$ cat src/spmp_map.svh
// Purpose: constants for the serial port block
// Assumes: 25 MHz core clock
// Notes:   reset values of the register-like ports live in the module
`ifndef SPMP_MAP_SVH
`define SPMP_MAP_SVH
`define SPMP_BITS        4'h8
`define SPMP_CNT_W       12
`define SPMP_TXE_RESET   1'b1
`define SPMP_SEL_IDLE    1'b1
`endif

$ cat src/spmp_pkg.sv
// Purpose: types for the serial port block
// Assumes: spmp_map.svh supplies the numbers
// Notes:   config travels as one packed struct
package spmp_pkg;
  typedef struct packed {
    logic       portEnable;
    logic       masterSelect;
    logic       clockPolarity;
    logic       clockPhase;
    logic       shiftDirection;
    logic       singleWireSelect;
    logic       bidirOutputEnable;
    logic       modeFaultEnable;
    logic       selectOutputEnable;
    logic       receiveFaultIrqEnable;
    logic       transmitIrqEnable;
    logic [2:0] prescaleSelect;
    logic [2:0] rateSelect;
  } spmp_cfg_s;
  typedef enum logic [2:0] {
    SPMP_IDLE  = 3'b001,
    SPMP_SHIFT = 3'b010,
    SPMP_DONE  = 3'b100
  } spmp_state_e;
endpackage

$ cat src/spmp_port.sv
// Purpose: serial peripheral port, master or slave, one shifter
// Assumes: pins sampled synchronously to core_clk; stop inputs from system
// Notes:   slave clock edges are detected by oversampling the pin
`timescale 1ns/10ps
`include "spmp_map.svh"

module spmp_port
  import spmp_pkg::*;
(
  input  wire logic             core_clk,
  input  wire logic             rst_n,
  input  wire spmp_pkg::spmp_cfg_s cfg,
  input  wire logic             stopMode,
  input  wire logic             deepStopWake,
  input  wire logic             txWrite,
  input  wire logic [7:0]       txData,
  input  wire logic             rxRead,
  input  wire logic             faultClear,
  output logic [7:0]            rxData,
  output logic                  receiveFullFlag,
  output logic                  transmitEmptyFlag,
  output logic                  modeFaultFlag,
  output logic                  masterActive,
  output logic                  irqReq,
  input  wire logic             sckIn,
  output logic                  sckOut,
  output logic                  sckOe_n,
  input  wire logic             mosiIn,
  output logic                  mosiOut,
  output logic                  mosiOe_n,
  input  wire logic             misoIn,
  output logic                  misoOut,
  output logic                  misoOe_n,
  input  wire logic             selIn,
  output logic                  selOut,
  output logic                  selOe_n
);
  import spmp_pkg::*;

  typedef struct packed {
    spmp_state_e            state;
    logic [7:0]             txBuf;
    logic                   txFull;
    logic [7:0]             shifter;
    logic [7:0]             rxBuf;
    logic                   rxFull;
    logic                   fault;
    logic                   masterOn;
    logic [`SPMP_CNT_W-1:0] divCnt;
    logic [4:0]             edges;
    logic                   txBit;
    logic                   sck;
    logic                   inBit;
    logic                   sckSeen;
    logic                   sel;
    logic                   irq;
    logic [7:0]             outPins;
  } spmp_st_s;

  spmp_st_s st_reg;
  spmp_st_s st_next;

  // half bit period in core clocks: (pre+1) * 2^(rate+1) / 2
  function automatic logic [`SPMP_CNT_W-1:0] halfPeriod(
    input logic [2:0] pre,
    input logic [2:0] rate
  );
    logic [`SPMP_CNT_W-1:0] base;
    base = `SPMP_CNT_W'({1'b0, pre} + 4'h1);
    return base << rate;
  endfunction

  function automatic logic outBit(input logic [7:0] v, input logic lsb);
    return lsb ? v[0] : v[7];
  endfunction

  function automatic logic [7:0] shiftIn(input logic [7:0] v,
                                         input logic lsb, input logic b);
    return lsb ? {b, v[7:1]} : {v[6:0], b};
  endfunction

  logic en;
  logic isMaster;
  logic dataIn;
  logic slvSel;
  logic sampleEdge;
  logic shiftEdge;
  logic lead;

  always_comb begin
    st_next  = st_reg;
    en       = cfg.portEnable & ~stopMode;
    isMaster = cfg.masterSelect & ~st_reg.fault;
    // master samples miso (or its single data pin), slave mosi/miso
    if (isMaster) begin
      dataIn = cfg.singleWireSelect ? mosiIn : misoIn;
    end else begin
      dataIn = cfg.singleWireSelect ? misoIn : mosiIn;
    end
    slvSel     = ~selIn;
    sampleEdge = 1'b0;
    shiftEdge  = 1'b0;
    lead       = 1'b0;
    st_next.sckSeen = sckIn ^ cfg.clockPolarity;
    st_next.inBit   = dataIn;
    if (txWrite && en) begin
      st_next.txBuf  = txData;
      st_next.txFull = 1'b1;
    end
    if (rxRead) begin
      st_next.rxFull = 1'b0;
    end
    if (faultClear && !(isMaster && cfg.modeFaultEnable &&
                        !cfg.selectOutputEnable && !selIn)) begin
      st_next.fault = 1'b0;
    end
    case (st_reg.state)
      SPMP_IDLE: begin
        st_next.sck   = 1'b0;
        st_next.edges = 5'h0;
        st_next.sel   = `SPMP_SEL_IDLE;
        if (en && isMaster && st_reg.txFull) begin
          st_next.shifter = st_reg.txBuf;
          st_next.txBit   = outBit(st_reg.txBuf, cfg.shiftDirection);
          st_next.txFull  = txWrite;
          st_next.divCnt  = halfPeriod(cfg.prescaleSelect, cfg.rateSelect);
          st_next.sel     = 1'b0;
          st_next.state   = SPMP_SHIFT;
        end else if (en && !isMaster && slvSel) begin
          st_next.shifter = st_reg.txFull ? st_reg.txBuf : st_reg.shifter;
          st_next.txBit   = outBit(st_next.shifter, cfg.shiftDirection);
          st_next.txFull  = txWrite;
          st_next.state   = SPMP_SHIFT;
        end
      end
      SPMP_SHIFT: begin
        if (isMaster) begin
          if (st_reg.divCnt == `SPMP_CNT_W'(1)) begin
            st_next.divCnt = halfPeriod(cfg.prescaleSelect, cfg.rateSelect);
            st_next.sck    = ~st_reg.sck;
            st_next.edges  = st_reg.edges + 5'h1;
            lead           = ~st_reg.sck;
          end else begin
            st_next.divCnt = st_reg.divCnt - `SPMP_CNT_W'(1);
          end
        end else if (slvSel) begin
          // a deselected slave sees no edges at all
          lead = st_next.sckSeen & ~st_reg.sckSeen;
          if (st_next.sckSeen != st_reg.sckSeen) begin
            st_next.edges = st_reg.edges + 5'h1;
          end
        end
        if (st_next.edges != st_reg.edges) begin
          sampleEdge = (lead != cfg.clockPhase);
          shiftEdge  = ~sampleEdge;
        end
        if (sampleEdge) begin
          st_next.shifter = shiftIn(st_reg.shifter, cfg.shiftDirection,
                                    dataIn);
        end
        // data pin moves only on shift edges, so the far side never
        // sees it change together with its sampling edge
        if (shiftEdge) begin
          st_next.txBit = outBit(st_reg.shifter, cfg.shiftDirection);
        end
        // sixteen clock edges make one byte; the last one still counts
        if (st_next.edges == 5'h10 || (!isMaster && !slvSel)) begin
          st_next.state = SPMP_DONE;
        end
        // a role change mid-frame abandons the frame instead of
        // running it on with stale counters
        if (isMaster != st_reg.masterOn) begin
          st_next.state = SPMP_IDLE;
        end
      end
      SPMP_DONE: begin
        st_next.sck   = 1'b0;
        st_next.sel   = `SPMP_SEL_IDLE;
        if (st_reg.edges == 5'h0 && !isMaster) begin
          st_next.state = SPMP_IDLE;
        end else begin
          st_next.rxBuf  = st_reg.shifter;
          st_next.rxFull = 1'b1;
          st_next.edges  = 5'h0;
          st_next.state  = isMaster ? SPMP_IDLE : SPMP_DONE;
          if (!isMaster && !slvSel) begin
            st_next.state = SPMP_IDLE;
          end
        end
      end
      default: st_next.state = SPMP_IDLE;
    endcase
    // fault input drops master operation
    if (en && isMaster && cfg.modeFaultEnable &&
        !cfg.selectOutputEnable && !selIn) begin
      st_next.fault = 1'b1;
      st_next.state = SPMP_IDLE;
    end
    st_next.masterOn = en & isMaster;
    if (!en) begin
      st_next.state  = SPMP_IDLE;
      st_next.txFull = 1'b0;
      st_next.rxFull = 1'b0;
      st_next.txBuf  = 8'h00;
      st_next.rxBuf  = 8'h00;
      st_next.edges  = 5'h0;
      st_next.sck    = 1'b0;
      st_next.sel    = `SPMP_SEL_IDLE;
    end
    st_next.irq = (cfg.receiveFaultIrqEnable &
                   (st_next.rxFull | st_next.fault)) |
                  (cfg.transmitIrqEnable & ~st_next.txFull);
    // pin mux; output enables are active low
    st_next.outPins = 8'hff;
    if (en) begin
      if (isMaster) begin
        st_next.outPins[0] = st_next.sck ^ cfg.clockPolarity;
        st_next.outPins[1] = 1'b0;
        st_next.outPins[2] = st_next.txBit;
        st_next.outPins[3] = cfg.singleWireSelect & ~cfg.bidirOutputEnable;
        st_next.outPins[5] = ~(cfg.modeFaultEnable &
                               cfg.selectOutputEnable);
        st_next.outPins[4] = st_next.sel;
      end else begin
        st_next.outPins[2] = st_next.txBit;
        st_next.outPins[3] = ~slvSel |
                             (cfg.singleWireSelect &
                              ~cfg.bidirOutputEnable);
        st_next.outPins[4] = 1'b1;
      end
    end
  end

  // deep stop wake and rst_n both land in the reset state; light stop
  // drops the frame and clears both data buffers and full flags, as the port is gated off
  always_ff @(posedge core_clk or negedge rst_n) begin
    if (!rst_n) begin
      st_reg        <= '0;
      st_reg.state  <= SPMP_IDLE;
      st_reg.sck    <= 1'b0;
      st_reg.sel    <= `SPMP_SEL_IDLE;
      st_reg.outPins <= 8'hff;
    end else if (deepStopWake) begin
      st_reg        <= '0;
      st_reg.state  <= SPMP_IDLE;
      st_reg.sel    <= `SPMP_SEL_IDLE;
      st_reg.outPins <= 8'hff;
    end else begin
      st_reg <= st_next;
    end
  end

  logic dataOut;
  logic dataOe_n;
  assign dataOut  = st_reg.outPins[2];
  assign dataOe_n = st_reg.outPins[3];

  always_comb begin
    rxData            = st_reg.rxBuf;
    receiveFullFlag   = st_reg.rxFull;
    transmitEmptyFlag = ~st_reg.txFull;
    modeFaultFlag     = st_reg.fault;
    masterActive      = st_reg.masterOn;
    irqReq            = st_reg.irq;
    sckOut            = st_reg.outPins[0];
    sckOe_n           = st_reg.outPins[1];
    selOut            = st_reg.outPins[4];
    selOe_n           = st_reg.outPins[5];
    mosiOut           = dataOut;
    misoOut           = dataOut;
    // master owns mosi, slave owns miso; single wire flips direction
    mosiOe_n = st_reg.masterOn ? dataOe_n : 1'b1;
    misoOe_n = st_reg.masterOn ? 1'b1 : dataOe_n;
  end
endmodule

$ cat config.mk
export PLATFORM = sky130hd
export DESIGN_NAME = spmp_port
export DESIGN_NICKNAME = d
export VERILOG_FILES = /design/src/spmp_pkg.sv /design/src/spmp_port.sv
export VERILOG_INCLUDE_DIRS = /design/src /design/src/src
export SDC_FILE = /design/constraint.sdc
export NUM_CORES = 1
export LEC_CHECK = 0
export BUFFER_PORTS_ARGS = -buffer_cell sky130_fd_sc_hd__buf_2
export CAP_MARGIN = 20
export CORE_MARGIN = 2
export CORE_UTILIZATION = 33
export DETAILED_ROUTE_END_ITERATION = 16
export PLACE_DENSITY = 0.57
export SLEW_MARGIN = 20
export SYNTH_ARGS = -nofsm -noshare
export SYNTH_HDL_FRONTEND = slang
export SYNTH_SLANG_ARGS = --single-unit
$ cat constraint.sdc
create_clock -name core_clk -period 8 [get_ports core_clk]
set_clock_uncertainty 0.2 [all_clocks]
set_input_delay 0 -clock core_clk [delete_from_list [all_inputs] [get_ports core_clk]]
set_output_delay 0 -clock core_clk [all_outputs]
set_load 0.01 [all_outputs]
### Yosys cells after proc, flatten, opt, wreduce, memory -nomap -nowiden

Index checks and enable logic that the tools add are counted.

| storage, ports and cells | value |
|---|---|
| flip-flop bits (word level) | 59 |
| input port bits | 36 |
| output and inout bits | 21 |
| word-level logic and storage cells | 161 |

| cells by class | value |
|---|---|
| add/subtract/negate cells | 3 |
| equal/unequal tests | 21 |
| shifts and indexed selects | 1 |
| mux-type cells | 68 |
| bitwise gates (word level) | 23 |
| reduce and logical (&&, ||, !) cells | 28 |

Operators by type and width:

| kind | count |
|---|---|
| $mux 62 | 1 |
| $mux 9 | 6 |
| $mux 12 | 4 |
| $mux 5 | 7 |
| $mux 1 | 29 |
| $mux 3 | 9 |
| $mux 8 | 3 |
| $pmux 12 s2 | 1 |
| $pmux 8 s2 | 1 |
| $pmux 5 s3 | 1 |
| $logic_and 1x1->1 | 14 |
| $eq 12x1->1 const B | 1 |
| $ne 4x4->1 const B | 3 |
| $ne 6x6->1 const B | 2 |
| $shl 4x3->12 | 1 |
| $sub 12x1->12 const B | 1 |
| $not 1->1 | 10 |
| $ne 3x2->1 const B | 3 |
| $ne 3x3->1 const B | 3 |
| $pmux 3 s3 | 1 |
| $and 1x1->1 | 8 |
| $mux 6 | 1 |
| $pmux 1 s2 | 3 |
| $reduce_and 2->1 | 3 |
| 19 further kinds | 28 |

### Depth between registers and ports, before layout

| logic depth | value |
|---|---|
| depth after elaboration | 17 |
| mapped depth | 8 |
| depth with buffers taken out | 7 |

### Worst setup path before layout

OpenSTA, ideal clock, no wires.

| path | value |
|---|---|
| kind | register to register |
| from | register st_reg[20] in the netlist's numbering |
| to | register st_reg[43] in the netlist's numbering |
| library setup time | 0.125 ns |
| data arrival time | 2.224 ns |
| required time | 7.675 ns |
| setup slack | 5.452 ns |
| stages on the path, launching flop included | 8 |
| path buffers | 0 |
| clock period less this slack | 2.548 ns |
| path through | dfrtp_1 > inv_1 > ha_1 > or4b_1 > nor4_4 > o211ai_2 > o221ai_4 > mux2_2 |

| between the ends | value |
|---|---|
| longest elaborated chain between the ends | 9 |
| elaborated cells between the ends (all ways) | 13 |
| those cells by class | eq/ne (4); mux (8); reduce/logical (1) |

RTL lines:

| item | line | text |
|---|---|---|
| start: declaration | spmp_port.sv:60 | `spmp_st_s st_reg;` |
| start signal: assignment | spmp_port.sv:249 | `st_reg <= st_next;` |
| $eq 12x1->1 (*) | spmp_port.sv:138 | `` if (st_reg.divCnt == `SPMP_CNT_W'(1)) begin `` |
| $mux 5 or $mux 1 (tied branches) | spmp_port.sv:138 |  |
| $mux 5 or $mux 1 (tied branches) | spmp_port.sv:137 | `if (isMaster) begin` |
| $mux 5 or $mux 1 (tied branches) | spmp_port.sv:117 | `case (st_reg.state)` |
| $ne 5x5->1 or $ne 1x1->1 (tied branches) | spmp_port.sv:153, spmp_port.sv:154 |  |
| $mux 1 (*) | spmp_port.sv:153 | `if (st_next.edges != st_reg.edges) begin` |
| $mux 1 (*) | spmp_port.sv:117 |  |
| $ne 3x2->1 (no line) (*) | - |  |
| $reduce_and 4->1 (no line) (*) | - |  |

Every way passes the cells marked *; elsewhere a longest branch is shown, timed or not. The select of a mux whose other input is x is not followed.
A chain may end at the register's enable or synchronous reset.

### Worst setup path after layout

| path | value |
|---|---|
| from | register st_reg[20] in the netlist's numbering |
| to | register st_reg[26] in the netlist's numbering |

| between the ends | value |
|---|---|
| longest elaborated chain between the ends | 5 |
| elaborated cells between the ends (all ways) | 6 |
| those cells by class | add/sub (1); eq/ne (1); mux (4) |

RTL lines:

| item | line | text |
|---|---|---|
| $sub 12x1->12 or $eq 12x1->1 (tied branches) | spmp_port.sv:144, spmp_port.sv:138 |  |
| $mux 12 (*) | spmp_port.sv:138 |  |
| $mux 12 (*) | spmp_port.sv:137 |  |
| $pmux 12 s2 (*) | spmp_port.sv:117 |  |
| $mux 62 (*) | spmp_port.sv:243 | `end else if (deepStopWake) begin` |

Marks and branches as above.

==> results.md <==
* Largest net degree at the start of global routing at 60
* Worst Setup Path Type: register to register
* N_diodes at 0
* Crit. End Element: register
* Final HPWL DP at just under 8 mm
* Initial drt markers at approximately 230
* DRC at 0
* Max Slew Vio Count at 0
* Postcts setup bufs at 0
* Root buf cell: clkbuf_16
* WP data required at 8070 ps
* Combinational share of power at 11.5%
* Leakage power at 2.15 nW
* Worst slack at placement at 5260 ps
* Arrival time at the worst endpoint at approximately 3300 ps
* Final setup viols at 0
* DRT Pass-1 Iters at 5
* P_int at between 0.5 and 0.6 mW
* Final net count at approximately 540
* PortBufs at 56
* Final wirelength at 11.4 mm
* Max reg flops at 41
* Rows at 39
* RSZ-0062 raised after global routing: false
* Design area at between 4000 and 5000 um^2
* Slew at the pin with the worst max-slew slack at 925 ps
* Sequential area share after synthesis at a little under two fifths
* Inst Count DP at 592
* F_max at 315 MHz
* Part of the power in the clock network at 47.3%
* Gpl congestion at 0.850
* Period minus WS final at 3180 ps
* # clock sinks at a little under 60
* Fin Hold WS at 20.5 ps
* Initial Util at 34.1%
* Util after Layout at 42.9%
* Die W at 113 um
* Insertion delay to the later sink of the worst-skew pair at 330 ps
* HP Class: input port to register
* Post-synth top area share at 32.7%
* Prevailing post-synth register cell: dfrtp_1
* Die height at 113 um
* Core area at 11500 um^2
* Mapped Avg Cell Area at a little over 9 um^2
* Clock buffer depth at 2
* Net Sw Frac at 26.1%
* Max H-tree Level at 3
* Vias in the first global route at 3647
* Dpl cell area at 4240 um^2
* Total Power at 0.743 mW
* Netlist cell types at 73
* Layout Cells excl Fill at 650
* Antenna-violating nets left at 0
* Final WS setup at 4820 ps
* DIE AREA at 12700 um^2
* Net switching power figure at 0.194 mW
* Syn Inst Count at about 420
* Aggregate global routing overflow at 0
* Mapped cell area at 3910 um^2
* Synthesized Nets at between 400 and 500
* Final Hold Vio Count at 0
* First-pass GRT wire length at 18.6 mm
* Via count at about 3700
* Max VDD drop at 0.0792 mV
* DR vias/cell at 5.63
* Leading area contributor after synthesis: dfrtp_1
* Register share of total power at 41.2%
* Setup TNS at 0 ps
* Slew headroom at 38.2%
* Wirelength per Cell at 17.6 um
* TritonCTS buffer count at 9
* CTS clk-pin slew, worst paths at roughly 50 ps
* Status: completed
* Overall Global Routing Usage at roughly 18%
* IO Pins at 57
* Synth Register Bits at 59
* Initial antenna violation count at 0
* Layout cells sized above 1 at 23.9%
* Crit path max fanout at 16
* Max Cap Violations at 0
* Final Cycle Share at around two fifths
* P&R area growth vs syn at 26.0%
* Startpoint Class: register
* PwrDens at 151 nW/um^2
* EDFF count, synth at 0
* Post-synth ARST share at 100%
* CTS tree: yes
* Top cells by area, synth: dfrtp_1 33%, mux2i_1 6.1%, dfstp_2 5.4%, mux2_2 3.7%, nor2_1 3.7%
* Synth warn at 0
[worst max-delay path, cell delays in order, from the launching register on]
cell           delay [ps]
dfrtp_1               380
inv_1                 110
ha_1                  160
or4b_1                590
o31ai_4               620
nand3_1               190
a311oi_1              280
dlygate4sd3_1         580
[power groups by stage]
stage | sequential (mW) | combinational [mW] | clock [mW]
2_1_floorplan | 0.310 | 0.0410 | 0
6_report | 0.306 | 0.0854 | 0.351
4_1_cts | 0.306 | 0.0852 | 0.358
5_1_grt | 0.306 | 0.0943 | 0.371
3_5_place_dp | 0.311 | 0.0702 | 0
3_3_place_gp | 0.311 | 0.0697 | 0
[cells in the mapped netlist (13+ instances only)]
library cell,count
mux2i_1,24
dfrtp_1,51
a21oi_1,20
inv_1,13
mux2_2,13
nand2_1,16
o21ai_0,23
nor3_1,14
clkbuf_1,20
nor2_1,39
a31oi_1,13
nand2b_1,13
[layout make-up]
class	count	area, um^2
clock buffers	9	225
clock inverters	7	43.8
fillers	1098	6540
inverters	13	48.8
multi-input cells	317	2210
flip-flops and latches	59	1490
well taps	143	179
repair buffers	102	726
[timing repair]
action,CTS,global route
hold buffers,41,0
hold endpoints to repair,87,0
resized for setup,0,0
endpoints found under the setup margin,0,0
[per-layer routing]
metal  wire length, um  vias up  track usage [%]
li1                  -     1726                -
met4               175        0             5.85
met5                 0        -                0
met3               703       16             4.07
met2              5280      132             29.1
met1              5270     1787             24.8
[final timing paths]
check                            from         end  slack, ps  cells past startpoint
setup / recovery           st_reg[20]  st_reg[26]       4820                      7
hold / removal                 cfg[1]  st_reg[20]         20                      4
setup reg to reg           st_reg[20]  st_reg[26]       4820                      7
hold reg to reg             rxData[5]   rxData[5]        320                      2
max in group asynchronous       rst_n  st_reg[60]       6900                      3
min in group asynchronous       rst_n  st_reg[23]        160                      3
[cells by family (layout without fill, tap and decap cells)]
family | Yosys count | after routing | synth area share, %
compound gates | 112 | 112 | 20.3
xor+xnor | 5 | 5 | 1.12
fa+ha+maj | 6 | 6 | 1.92
buf+inv | 46 | 131 | 5.38
flops | 59 | 59 | 38.1
mux | 38 | 38 | 10.2
simple gates | 156 | 156 | 23.0
[placed cells by master, fill, tap and decap left out, types with 7 or more instances in the layout]
cell type and instances:
a22o_1 7, nor2_1 39, buf_2 57, and2_1 8
nand2_1 16, dlygate4sd3_1 41, mux2i_1 24, dfstp_2 8
a31oi_1 13, mux2_2 13, clkbuf_16 9, nand3_1 11
nor2b_1 7, a21oi_1 20, dfrtp_1 51, nand4_1 8
nor3_1 14, inv_1 13, o21ai_0 23, nand2b_1 13
Power figures use the tool's default switching activity.
